==> src/hdl/sbc_defines.svh <==
/*
  Named constants for the SDRAM bank-state and clock-enable tracker.
  Assumes a 25 MHz core clock; times are given in ns and turned into cycles here.
*/
`ifndef SBC_DEFINES_SVH
`define SBC_DEFINES_SVH

`define SBC_CLK_PERIOD_NS   40
`define SBC_WR_RECOVERY_NS  20
`define SBC_ROW_CYCLE_NS    70
`define SBC_SR_EXIT_NS      70
`define SBC_MRS_CLOCKS      2
// Least times round up to whole cycles
`define SBC_CYC(ns) (((ns) + `SBC_CLK_PERIOD_NS - 1) / `SBC_CLK_PERIOD_NS)
`define SBC_WR_CYC  `SBC_CYC(`SBC_WR_RECOVERY_NS)
`define SBC_RC_CYC  `SBC_CYC(`SBC_ROW_CYCLE_NS)
`define SBC_XSR_CYC `SBC_CYC(`SBC_SR_EXIT_NS)
`define SBC_NBANK   4
`define SBC_CNT_W   4
`define SBC_AP_BIT  10
`define SBC_ADDR_W  13

`endif

==> src/hdl/sbc_pkg.sv <==
/*
  Types shared by the bank-state tracker.
  Assumes the defines header is compiled in the same unit.
*/
package sbc_pkg;

  typedef enum logic [3:0] {
    SBC_CMD_DESEL, SBC_CMD_NOP, SBC_CMD_BST, SBC_CMD_READ, SBC_CMD_WRITE,
    SBC_CMD_ACT, SBC_CMD_PRE, SBC_CMD_REF, SBC_CMD_MRS
  } sbc_cmd_e;

  typedef enum logic [3:0] {
    SBC_B_IDLE, SBC_B_ACTIVE, SBC_B_WREC, SBC_B_WREC_AP, SBC_B_PRECH
  } sbc_bank_e;

  typedef enum logic [2:0] {
    SBC_G_NORMAL, SBC_G_REFRESH, SBC_G_MRS, SBC_G_SELF, SBC_G_SR_RECOV, SBC_G_PDOWN
  } sbc_glob_e;

endpackage

==> src/hdl/sbc_top.sv <==
/*
  SDRAM bank-state and clock-enable tracker: decodes command pins, tracks
  four banks and the global refresh, mode, self refresh, power down and
  clock suspend states, and flags illegal commands.
  Assumes command pins and the clock enable pin come from a controller on
  core_clk edges.
  // Overview of operation
  // - Write recovery: idle commands, then row active
  // - Write recovery accepts read or new write
  // - Auto-precharge recovery: precharge, or active after stop
  // - Auto refresh: nop until row cycle time
  // - Mode set: idle after two clocks
  // - Commands act only with enable high twice
  // - Low-power entry only with all banks idle
  // - Self refresh exits on rise with nop
  // - Recovery: only nop until row cycle time
  // - Enable fall suspends, rise resumes, next cycle
  // - Power down held low, rise returns idle
  // - Controller waits setup after enable rises
*/
`timescale 1ns/1ps
`include "sbc_defines.svh"
module sbc_top
  import sbc_pkg::*;
(
  input  wire logic                   core_clk,
  input  wire logic                   rst,
  input  wire logic                   clock_enable_pin,
  input  wire logic                   chip_select_n,
  input  wire logic                   row_strobe_n,
  input  wire logic                   column_strobe_n,
  input  wire logic                   write_strobe_n,
  input  wire logic [1:0]             bank_select,
  input  wire logic [`SBC_ADDR_W-1:0] address,
  output logic                        banks_idle,
  output logic                        self_refresh,
  output logic                        power_down,
  output logic                        clock_suspend,
  output logic                        refresh_busy,
  output logic                        mode_busy,
  output logic                        illegal_cmd
);
  // ----------------------------------------------------------------------
  // State
  // ----------------------------------------------------------------------
  typedef struct packed {
    logic                    cke_prev;
    sbc_glob_e               glob;
    logic [`SBC_CNT_W-1:0]   cnt;
    logic [`SBC_CNT_W-1:0]   xsr_cnt;
    logic                    susp;
    logic                    idle_o;
    logic                    sr_o;
    logic                    pd_o;
    logic                    susp_o;
    logic                    ref_o;
    logic                    mrs_o;
    logic                    ill_o;
  } sbc_top_s;

  sbc_top_s  top_ff;
  sbc_top_s  nxt_top;
  sbc_cmd_e  cmd;
  logic      cke_now;
  logic      cmd_ok;
  logic      all_idle;
  sbc_bank_e bank_st [`SBC_NBANK];
  logic [`SBC_NBANK-1:0] bank_ill;

  // ----------------------------------------------------------------------
  // Command decode
  // ----------------------------------------------------------------------
  always_comb
  begin
    case ({chip_select_n, row_strobe_n, column_strobe_n, write_strobe_n})
      4'h0:    cmd = SBC_CMD_MRS;
      4'h1:    cmd = SBC_CMD_REF;
      4'h2:    cmd = SBC_CMD_PRE;
      4'h3:    cmd = SBC_CMD_ACT;
      4'h4:    cmd = SBC_CMD_WRITE;
      4'h5:    cmd = SBC_CMD_READ;
      4'h6:    cmd = SBC_CMD_BST;
      4'h7:    cmd = SBC_CMD_NOP;
      default: cmd = SBC_CMD_DESEL;
    endcase
  end

  // Enable is launched on this clock like the command pins; a synchroniser
  // would leave it two cycles behind the command that it qualifies
  assign cke_now = clock_enable_pin;
  // Per-state responses need enable high now and before, not suspended
  assign cmd_ok = cke_now && top_ff.cke_prev && !top_ff.susp &&
                  top_ff.glob == SBC_G_NORMAL;

  // ----------------------------------------------------------------------
  // Banks
  // ----------------------------------------------------------------------
  genvar gi;
  generate
    for (gi = 0; gi < `SBC_NBANK; gi++)
    begin : g_bank
      logic hit;
      assign hit = (bank_select == 2'(gi)) ||
                   (cmd == SBC_CMD_PRE && address[`SBC_AP_BIT]);
      sbc_bank u_bank (
        .core_clk (core_clk),
        .rst      (rst),
        .cmd_ok   (cmd_ok),
        .cmd      (cmd),
        .hit      (hit),
        .auto_pre (address[`SBC_AP_BIT]),
        .state    (bank_st[gi]),
        .illegal  (bank_ill[gi])
      );
    end
  endgenerate

  always_comb
  begin
    all_idle = 1'b1;
    for (int i = 0; i < `SBC_NBANK; i++)
    begin
      if (bank_st[i] != SBC_B_IDLE)
        all_idle = 1'b0;
    end
  end

  // ----------------------------------------------------------------------
  // Global and clock-enable state
  // ----------------------------------------------------------------------
  always_comb
  begin
    nxt_top          = top_ff;
    nxt_top.cke_prev = cke_now;
    nxt_top.ill_o    = |bank_ill;
    if (top_ff.cnt != '0)
      nxt_top.cnt = top_ff.cnt - 1'b1;
    if (top_ff.xsr_cnt != '0)
      nxt_top.xsr_cnt = top_ff.xsr_cnt - 1'b1;
    case (top_ff.glob)
      SBC_G_NORMAL:
      begin
        if (top_ff.cke_prev && !cke_now && all_idle && cmd == SBC_CMD_REF)
          nxt_top.glob = SBC_G_SELF;
        else if (!top_ff.cke_prev && !cke_now && all_idle)
        begin
          // Low with every bank idle is power down, even after a suspend start
          nxt_top.glob = SBC_G_PDOWN;
          nxt_top.susp = 1'b0;
        end
        else if (top_ff.cke_prev && !cke_now)
          nxt_top.susp = 1'b1;
        else if (!top_ff.cke_prev && cke_now)
          nxt_top.susp = 1'b0;
        else if (cmd_ok && all_idle && cmd == SBC_CMD_REF)
        begin
          nxt_top.glob = SBC_G_REFRESH;
          nxt_top.cnt  = `SBC_CNT_W'(`SBC_RC_CYC);
        end
        else if (cmd_ok && all_idle && cmd == SBC_CMD_MRS)
        begin
          nxt_top.glob = SBC_G_MRS;
          nxt_top.cnt  = `SBC_CNT_W'(`SBC_MRS_CLOCKS);
        end
        else if (cmd_ok && !all_idle && (cmd == SBC_CMD_REF || cmd == SBC_CMD_MRS))
          nxt_top.ill_o = 1'b1;
      end
      SBC_G_REFRESH, SBC_G_MRS:
      begin
        // Idle commands only, and stop in refresh; anything else with enable high now and before is flagged but time still runs
        if (top_ff.cke_prev && cke_now && cmd != SBC_CMD_DESEL && cmd != SBC_CMD_NOP &&
            !(top_ff.glob == SBC_G_REFRESH && cmd == SBC_CMD_BST))
          nxt_top.ill_o = 1'b1;
        if (top_ff.cnt <= `SBC_CNT_W'(1))
          nxt_top.glob = SBC_G_NORMAL;
      end
      SBC_G_SELF:
      begin
        if (!top_ff.cke_prev && cke_now)
        begin
          nxt_top.glob    = SBC_G_SR_RECOV;
          nxt_top.cnt     = `SBC_CNT_W'(`SBC_RC_CYC);
          nxt_top.xsr_cnt = `SBC_CNT_W'(`SBC_XSR_CYC);
          if (cmd != SBC_CMD_DESEL && cmd != SBC_CMD_NOP)
            nxt_top.ill_o = 1'b1;
        end
      end
      SBC_G_SR_RECOV:
      begin
        if (cmd != SBC_CMD_DESEL && cmd != SBC_CMD_NOP)
          nxt_top.ill_o = 1'b1;
        if (top_ff.cke_prev && !cke_now && top_ff.xsr_cnt != '0)
          nxt_top.ill_o = 1'b1;
        if (top_ff.cnt <= `SBC_CNT_W'(1))
          nxt_top.glob = SBC_G_NORMAL;
      end
      SBC_G_PDOWN:
      begin
        if (cke_now)
          nxt_top.glob = SBC_G_NORMAL;
      end
      default:
        nxt_top.glob = SBC_G_NORMAL;
    endcase
    nxt_top.idle_o = all_idle;
    nxt_top.sr_o   = nxt_top.glob == SBC_G_SELF;
    nxt_top.pd_o   = nxt_top.glob == SBC_G_PDOWN;
    nxt_top.susp_o = nxt_top.susp;
    nxt_top.ref_o  = nxt_top.glob == SBC_G_REFRESH;
    nxt_top.mrs_o  = nxt_top.glob == SBC_G_MRS;
  end

  always_ff @(posedge core_clk)
  begin
    if (rst)
      top_ff <= '{cke_prev: 1'b1, glob: SBC_G_NORMAL, cnt: '0,
                  xsr_cnt: '0, susp: 1'b0, idle_o: 1'b1, sr_o: 1'b0, pd_o: 1'b0,
                  susp_o: 1'b0, ref_o: 1'b0, mrs_o: 1'b0, ill_o: 1'b0};
    else
      top_ff <= nxt_top;
  end

  assign banks_idle    = top_ff.idle_o;
  assign self_refresh  = top_ff.sr_o;
  assign power_down    = top_ff.pd_o;
  assign clock_suspend = top_ff.susp_o;
  assign refresh_busy  = top_ff.ref_o;
  assign mode_busy     = top_ff.mrs_o;
  assign illegal_cmd   = top_ff.ill_o;
endmodule

==> src/hdl/sbc_bank.sv <==
/*
  One bank's state: write recovery with and without auto precharge.
  Assumes the top decodes commands and marks with hit the ones aimed here; illegal ones are flagged here.
*/
`timescale 1ns/1ps
`include "sbc_defines.svh"
module sbc_bank
  import sbc_pkg::*;
(
  input  wire logic      core_clk,
  input  wire logic      rst,
  input  wire logic      cmd_ok,
  input  wire sbc_cmd_e  cmd,
  input  wire logic      hit,
  input  wire logic      auto_pre,
  output sbc_bank_e      state,
  output logic           illegal
);
  typedef struct packed {
    sbc_bank_e                st;
    logic [`SBC_CNT_W-1:0]    cnt;
    logic                     bst_seen;
    logic                     ill;
  } sbc_bank_s;

  sbc_bank_s bank_ff;
  sbc_bank_s nxt_bank;

  always_comb
  begin
    nxt_bank     = bank_ff;
    nxt_bank.ill = 1'b0;
    if (bank_ff.cnt != '0)
    begin
      nxt_bank.cnt = bank_ff.cnt - 1'b1;
    end
    if (cmd_ok)
    begin
      case (bank_ff.st)
        SBC_B_WREC:
        begin
          if (hit && (cmd == SBC_CMD_READ || cmd == SBC_CMD_WRITE))
          begin
            nxt_bank.st = (cmd == SBC_CMD_WRITE) ? (auto_pre ? SBC_B_WREC_AP : SBC_B_WREC)
                                                 : SBC_B_ACTIVE;
            nxt_bank.cnt = `SBC_CNT_W'(`SBC_WR_CYC);
          end
          else if (hit && (cmd == SBC_CMD_ACT || cmd == SBC_CMD_PRE))
            nxt_bank.ill = 1'b1;
          else if (bank_ff.cnt <= `SBC_CNT_W'(1))
            nxt_bank.st = SBC_B_ACTIVE;
        end
        SBC_B_WREC_AP:
        begin
          if (hit && cmd == SBC_CMD_BST)
            nxt_bank.bst_seen = 1'b1;
          if (hit && (cmd == SBC_CMD_READ || cmd == SBC_CMD_WRITE ||
                      cmd == SBC_CMD_ACT || cmd == SBC_CMD_PRE))
            nxt_bank.ill = 1'b1;
          if (bank_ff.cnt <= `SBC_CNT_W'(1))
          begin
            nxt_bank.st = (bank_ff.bst_seen || (hit && cmd == SBC_CMD_BST))
                          ? SBC_B_ACTIVE : SBC_B_PRECH;
            nxt_bank.bst_seen = 1'b0;
          end
        end
        SBC_B_PRECH:
        begin
          if (bank_ff.cnt == '0)
            nxt_bank.st = SBC_B_IDLE;
        end
        default:
        begin
          if (hit && cmd == SBC_CMD_ACT)
            nxt_bank.st = SBC_B_ACTIVE;
          else if (bank_ff.st == SBC_B_ACTIVE && hit && cmd == SBC_CMD_PRE)
            nxt_bank.st = SBC_B_IDLE;
          else if (bank_ff.st == SBC_B_ACTIVE && hit && cmd == SBC_CMD_WRITE)
          begin
            nxt_bank.st  = auto_pre ? SBC_B_WREC_AP : SBC_B_WREC;
            nxt_bank.cnt = `SBC_CNT_W'(`SBC_WR_CYC);
          end
        end
      endcase
    end
  end

  always_ff @(posedge core_clk)
  begin
    if (rst)
      bank_ff <= '{st: SBC_B_IDLE, cnt: '0, bst_seen: 1'b0, ill: 1'b0};
    else
      bank_ff <= nxt_bank;
  end

  assign state   = bank_ff.st;
  assign illegal = bank_ff.ill;
endmodule

==> config.mk <==
export PLATFORM = sky130hd
export DESIGN_NAME = sbc_top
export DESIGN_NICKNAME = d
export VERILOG_FILES = /design/src/hdl/sbc_pkg.sv /design/src/hdl/sbc_top.sv /design/src/hdl/sbc_bank.sv
export VERILOG_INCLUDE_DIRS = /design/src /design/src/hdl
export SDC_FILE = /design/constraint.sdc
export NUM_CORES = 1
export LEC_CHECK = 0
export BUFFER_PORTS_ARGS = -buffer_cell sky130_fd_sc_hd__buf_4
export CORE_ASPECT_RATIO = 1.1
export CORE_MARGIN = 3
export CORE_UTILIZATION = 50
export DETAILED_ROUTE_END_ITERATION = 10
export PLACE_DENSITY = 0.79
export SYNTH_ARGS = -nofsm -noshare
export SYNTH_HDL_FRONTEND = slang
export SYNTH_HIERARCHICAL = 1
export SYNTH_SLANG_ARGS = --single-unit
==> constraint.sdc <==
create_clock -name core_clk -period 3.35 [get_ports core_clk]
set_input_delay 0.1675 -clock core_clk [delete_from_list [all_inputs] [get_ports core_clk]]
set_output_delay 0.1675 -clock core_clk [all_outputs]
set_load 0.02 [all_outputs]
==> impl_results.md <==
* Status: finished, final reports clean
* Sequential power share at 0.356
* Ys Warns at 6
* Largest net degree at the start of global routing at 44
* IO Count at 29
* Post-DRT Antenna Nets at 0
* Vias at 3,814
* RSZ-0062 raised after global routing: false
* Endpoint type of the worst setup path: flip-flop
* Mean post-synth cell area at 8.38 sq um
* Max Cap Viol at 0
* Min-delay src: clock_enable_pin
* Vias in the first global route at 3,587
* Internal Power at 1.56 mW
* CTS tree: yes
* Final WL at 9.56 mm
* PwrDens at 528 nW/um^2
* Total gr overflow at 0
* H-Tree Depth at 2
* Setup violators final at 0
* Routed len/inst at 15.1 um
* Register area share after synthesis at 0.247
* Final Skew at 0.00843 ns
* Synth-to-Final Area Change at 3.71%
* Number of synthesized flops with an enable pin at 0
* Initial Utilization at 0.522
* Non-Filler Instances at 633
* Cells after synthesis at 532
* First-pass GRT wire length at 16.3 mm
* TNS Setup at 0 ns
* Clock share of power at 0.216
* CTS sink cnt at 55
* Post-CTS resize count at 0
* Lkg Pwr at 1.71 nW
* Post-synthesis register bit count at 55
* Psw at 0.878 mW
* Worst Reg-to-Reg Cells at 6
* Total nets after synthesis at 572
* Die Wd at 96.0 um
* Final hold vios at 0
* Top cell type's share of synthesized area at 0.247
* Ranking of synthesized cells by area: dfxtp_1, ha_1, nor2_1
* Critical path launch point type: input pin
* WHS Path Cells at 3
* Port bufs at 16
* Worst vdd ir at 0.000320 V
* DP HPWL at 6.81 mm
* Clock-pin slew on the worst setup and hold paths at 0.10 ns
* F_max at 380 MHz
* Most used DFF post-synth: dfxtp_1
* Root Buffer: clkbuf_8
* Cell accounting for the most synthesized area: dfxtp_1
* CP max FO at 8
* Core Region at 8540 sq um
* Most common cell in the netlist: nor2_1
* Nets at 561
* First DRT Iteration DRCs at 349
* GR Util All Layers at 0.193
* Num CTS Buffers at 5
* Min Tclk post-route at 2.63 ns
* Gate power share at 0.428
* Die area at 10,100 sq um
* FP Rows at 35
* R2r setup slk at 1.05 ns
* Critical Path RT at 3.56 ns
* Diode count at 0
* DP Cell Count at 625
* DR pass1 iterations at 5
* RePlAce Congestion at 0.904
* Terminus of the critical flop-to-flop path: g_bank[3].u_bank/state[2]
* Vert. Die Dim at 105 um
* Worst-Margin Slew at 0.634 ns
* Asr flop ratio synth at 0
* Clock buffer depth at 2
* Max-slew violations at 0
* Post-CTS Setup Bufs at 0
* Worst-Skew Late Latency at 0.31 ns
* CTS Hold Bufs at 0
* Worst Hold Class: in -> reg
* Synth cell count leaders: nor2_1, dfxtp_1, inv_1
* Arr. time, crit path at 2.84 ns
* Tcrit/Tclk final at 0.786
* Residual DRC count at 0
* Category of the critical setup timing path: in -> reg
* Hold Crit Endpoint: top_ff[19]
* Layout cells sized above 1 at 0.170
* CP Launch Point: write_strobe_n
* Mapped cell area at 4460 sq um
* Slew margin rel. at 0.576
* Distinct cells, synth at 81
* Switching share of power at 0.360
* Reg2reg start: top_ff[17]
* Initial antenna violation count at 0
* Vias/cell at 6.03
-- placed cells by master, fill, tap and decap left out, types with 4 or more instances in the layout --
cell / instances
nor3b_1: 13
mux2i_1: 6
nor3_1: 22
a2111oi_2: 4
or2_2: 5
mux2_4: 7
or4_4: 5
xnor2_1: 18
o211ai_1: 7
nand2b_1: 13
inv_1: 37
nand2_1: 31
or3_1: 4
nor4_1: 8
nand3b_1: 10
buf_4: 19
nor2b_1: 8
clkbuf_8: 5
a21oi_1: 21
a2111oi_0: 9
and2_2: 4
o21ai_0: 11
a211oi_1: 4
dfxtp_1: 55
o2111ai_1: 7
or3b_4: 4
and3_1: 4
nand4_1: 5
a211o_1: 4
xor2_1: 5
a31oi_1: 5
a22oi_1: 4
conb_1: 4
nor2_1: 56
ha_1: 18
-- metrics by stage --
| stage | util | power (mW) | worst slack (ns) | cell area, sq um | hold WS [ns] |
|---|---|---|---|---|---|
| after floorplan | - | 1.72 | 0.147 | 4460 | 0.240 |
| after global placement | 0.525 | 1.86 | 0.523 | 4480 | 0.479 |
| after detailed placement | 0.525 | 1.92 | 0.440 | 4480 | 0.489 |
| after CTS | 0.541 | 2.45 | 0.778 | 4620 | 0.164 |
| after global routing | 0.541 | 2.63 | 0.471 | 4620 | 0.197 |
| final | 0.541 | 2.44 | 0.716 | 4620 | 0.176 |
-- state kept, by name (all words and copies together), names as in the netlist --
name	flops
banks_idle	1
self_refresh	1
g_bank.u_bank/state	12
mode_busy	1
power_down	1
g_bank.u_bank/bank_ff	20
clock_suspend	1
illegal_cmd	1
refresh_busy	1
top_ff	12
g_bank.u_bank/illegal	4
-- worst max-delay path, cell delays in order --
cell and delay (ns):
buf_4 0.14, inv_1 0.11, ha_1 0.29, and2_1 0.21, nor2_1 0.06, nor2_1 0.13, nand4_1 0.19, o21ai_0 0.21
nand3b_1 0.21, nor4_1 0.34, a2111oi_2 0.09, nor3_2 0.37, mux2_4 0.33
-- metal layers --
layer / track usage / vias to the layer above / part of all wire
li1: - / 1885 / -
met1: 0.252 / 1791 / 0.44
met2: 0.325 / 120 / 0.49
met3: 0.0274 / 18 / 0.052
met4: 0.0528 / 0 / 0.016
met5: 0 / - / 0
-- power groups by stage --
stage	sequential, mW	combinational, mW	clock (mW)
floorplan	0.860	0.861	0
global placement	0.876	0.982	0
finish	0.869	1.04	0.527
CTS	0.867	1.04	0.542
detailed placement	0.882	1.04	0
global route	0.883	1.19	0.561
-- worst max-delay path by stage --
stage                                        endpoint  slack, ns  cells after the start
final                       g_bank[2].u_bank/state[2]       0.72                     13
after global routing        g_bank[1].u_bank/state[2]       0.47                     13
after CTS                 g_bank[1].u_bank/bank_ff[4]       0.78                     13
after detailed placement  g_bank[1].u_bank/bank_ff[4]       0.44                     13
after global placement      g_bank[2].u_bank/state[2]       0.52                     13
after floorplan             g_bank[1].u_bank/state[2]       0.15                     11
-- layout make-up --
| class | instances | area [sq um] |
|---|---|---|
| fillers | 773 | 3920 |
| well taps | 111 | 139 |
| multi-input cells | 401 | 2940 |
| clock inverters | 3 | 67.6 |
| flip-flops and latches | 55 | 1100 |
| repair buffers | 20 | 163 |
| inverters | 38 | 145 |
| clock buffers | 5 | 68.8 |
-- cells by family (layout without fill, tap and decap cells) --
| group | after synthesis | after routing | share of synthesized area |
|---|---|---|---|
| AND/OR/NAND/NOR | 232 | 232 | 0.320 |
| XOR/XNOR | 23 | 23 | 0.0452 |
| multiplexers | 13 | 13 | 0.0371 |
| flip-flops | 55 | 55 | 0.247 |
| other | 4 | 4 | 0.00337 |
| adder cells (fa/ha/maj) | 18 | 18 | 0.0505 |
| buffers and inverters | 76 | 66 | 0.0944 |
| AO/OA/AOI/OAI | 111 | 111 | 0.203 |
(Power assumes the default switching activity.)
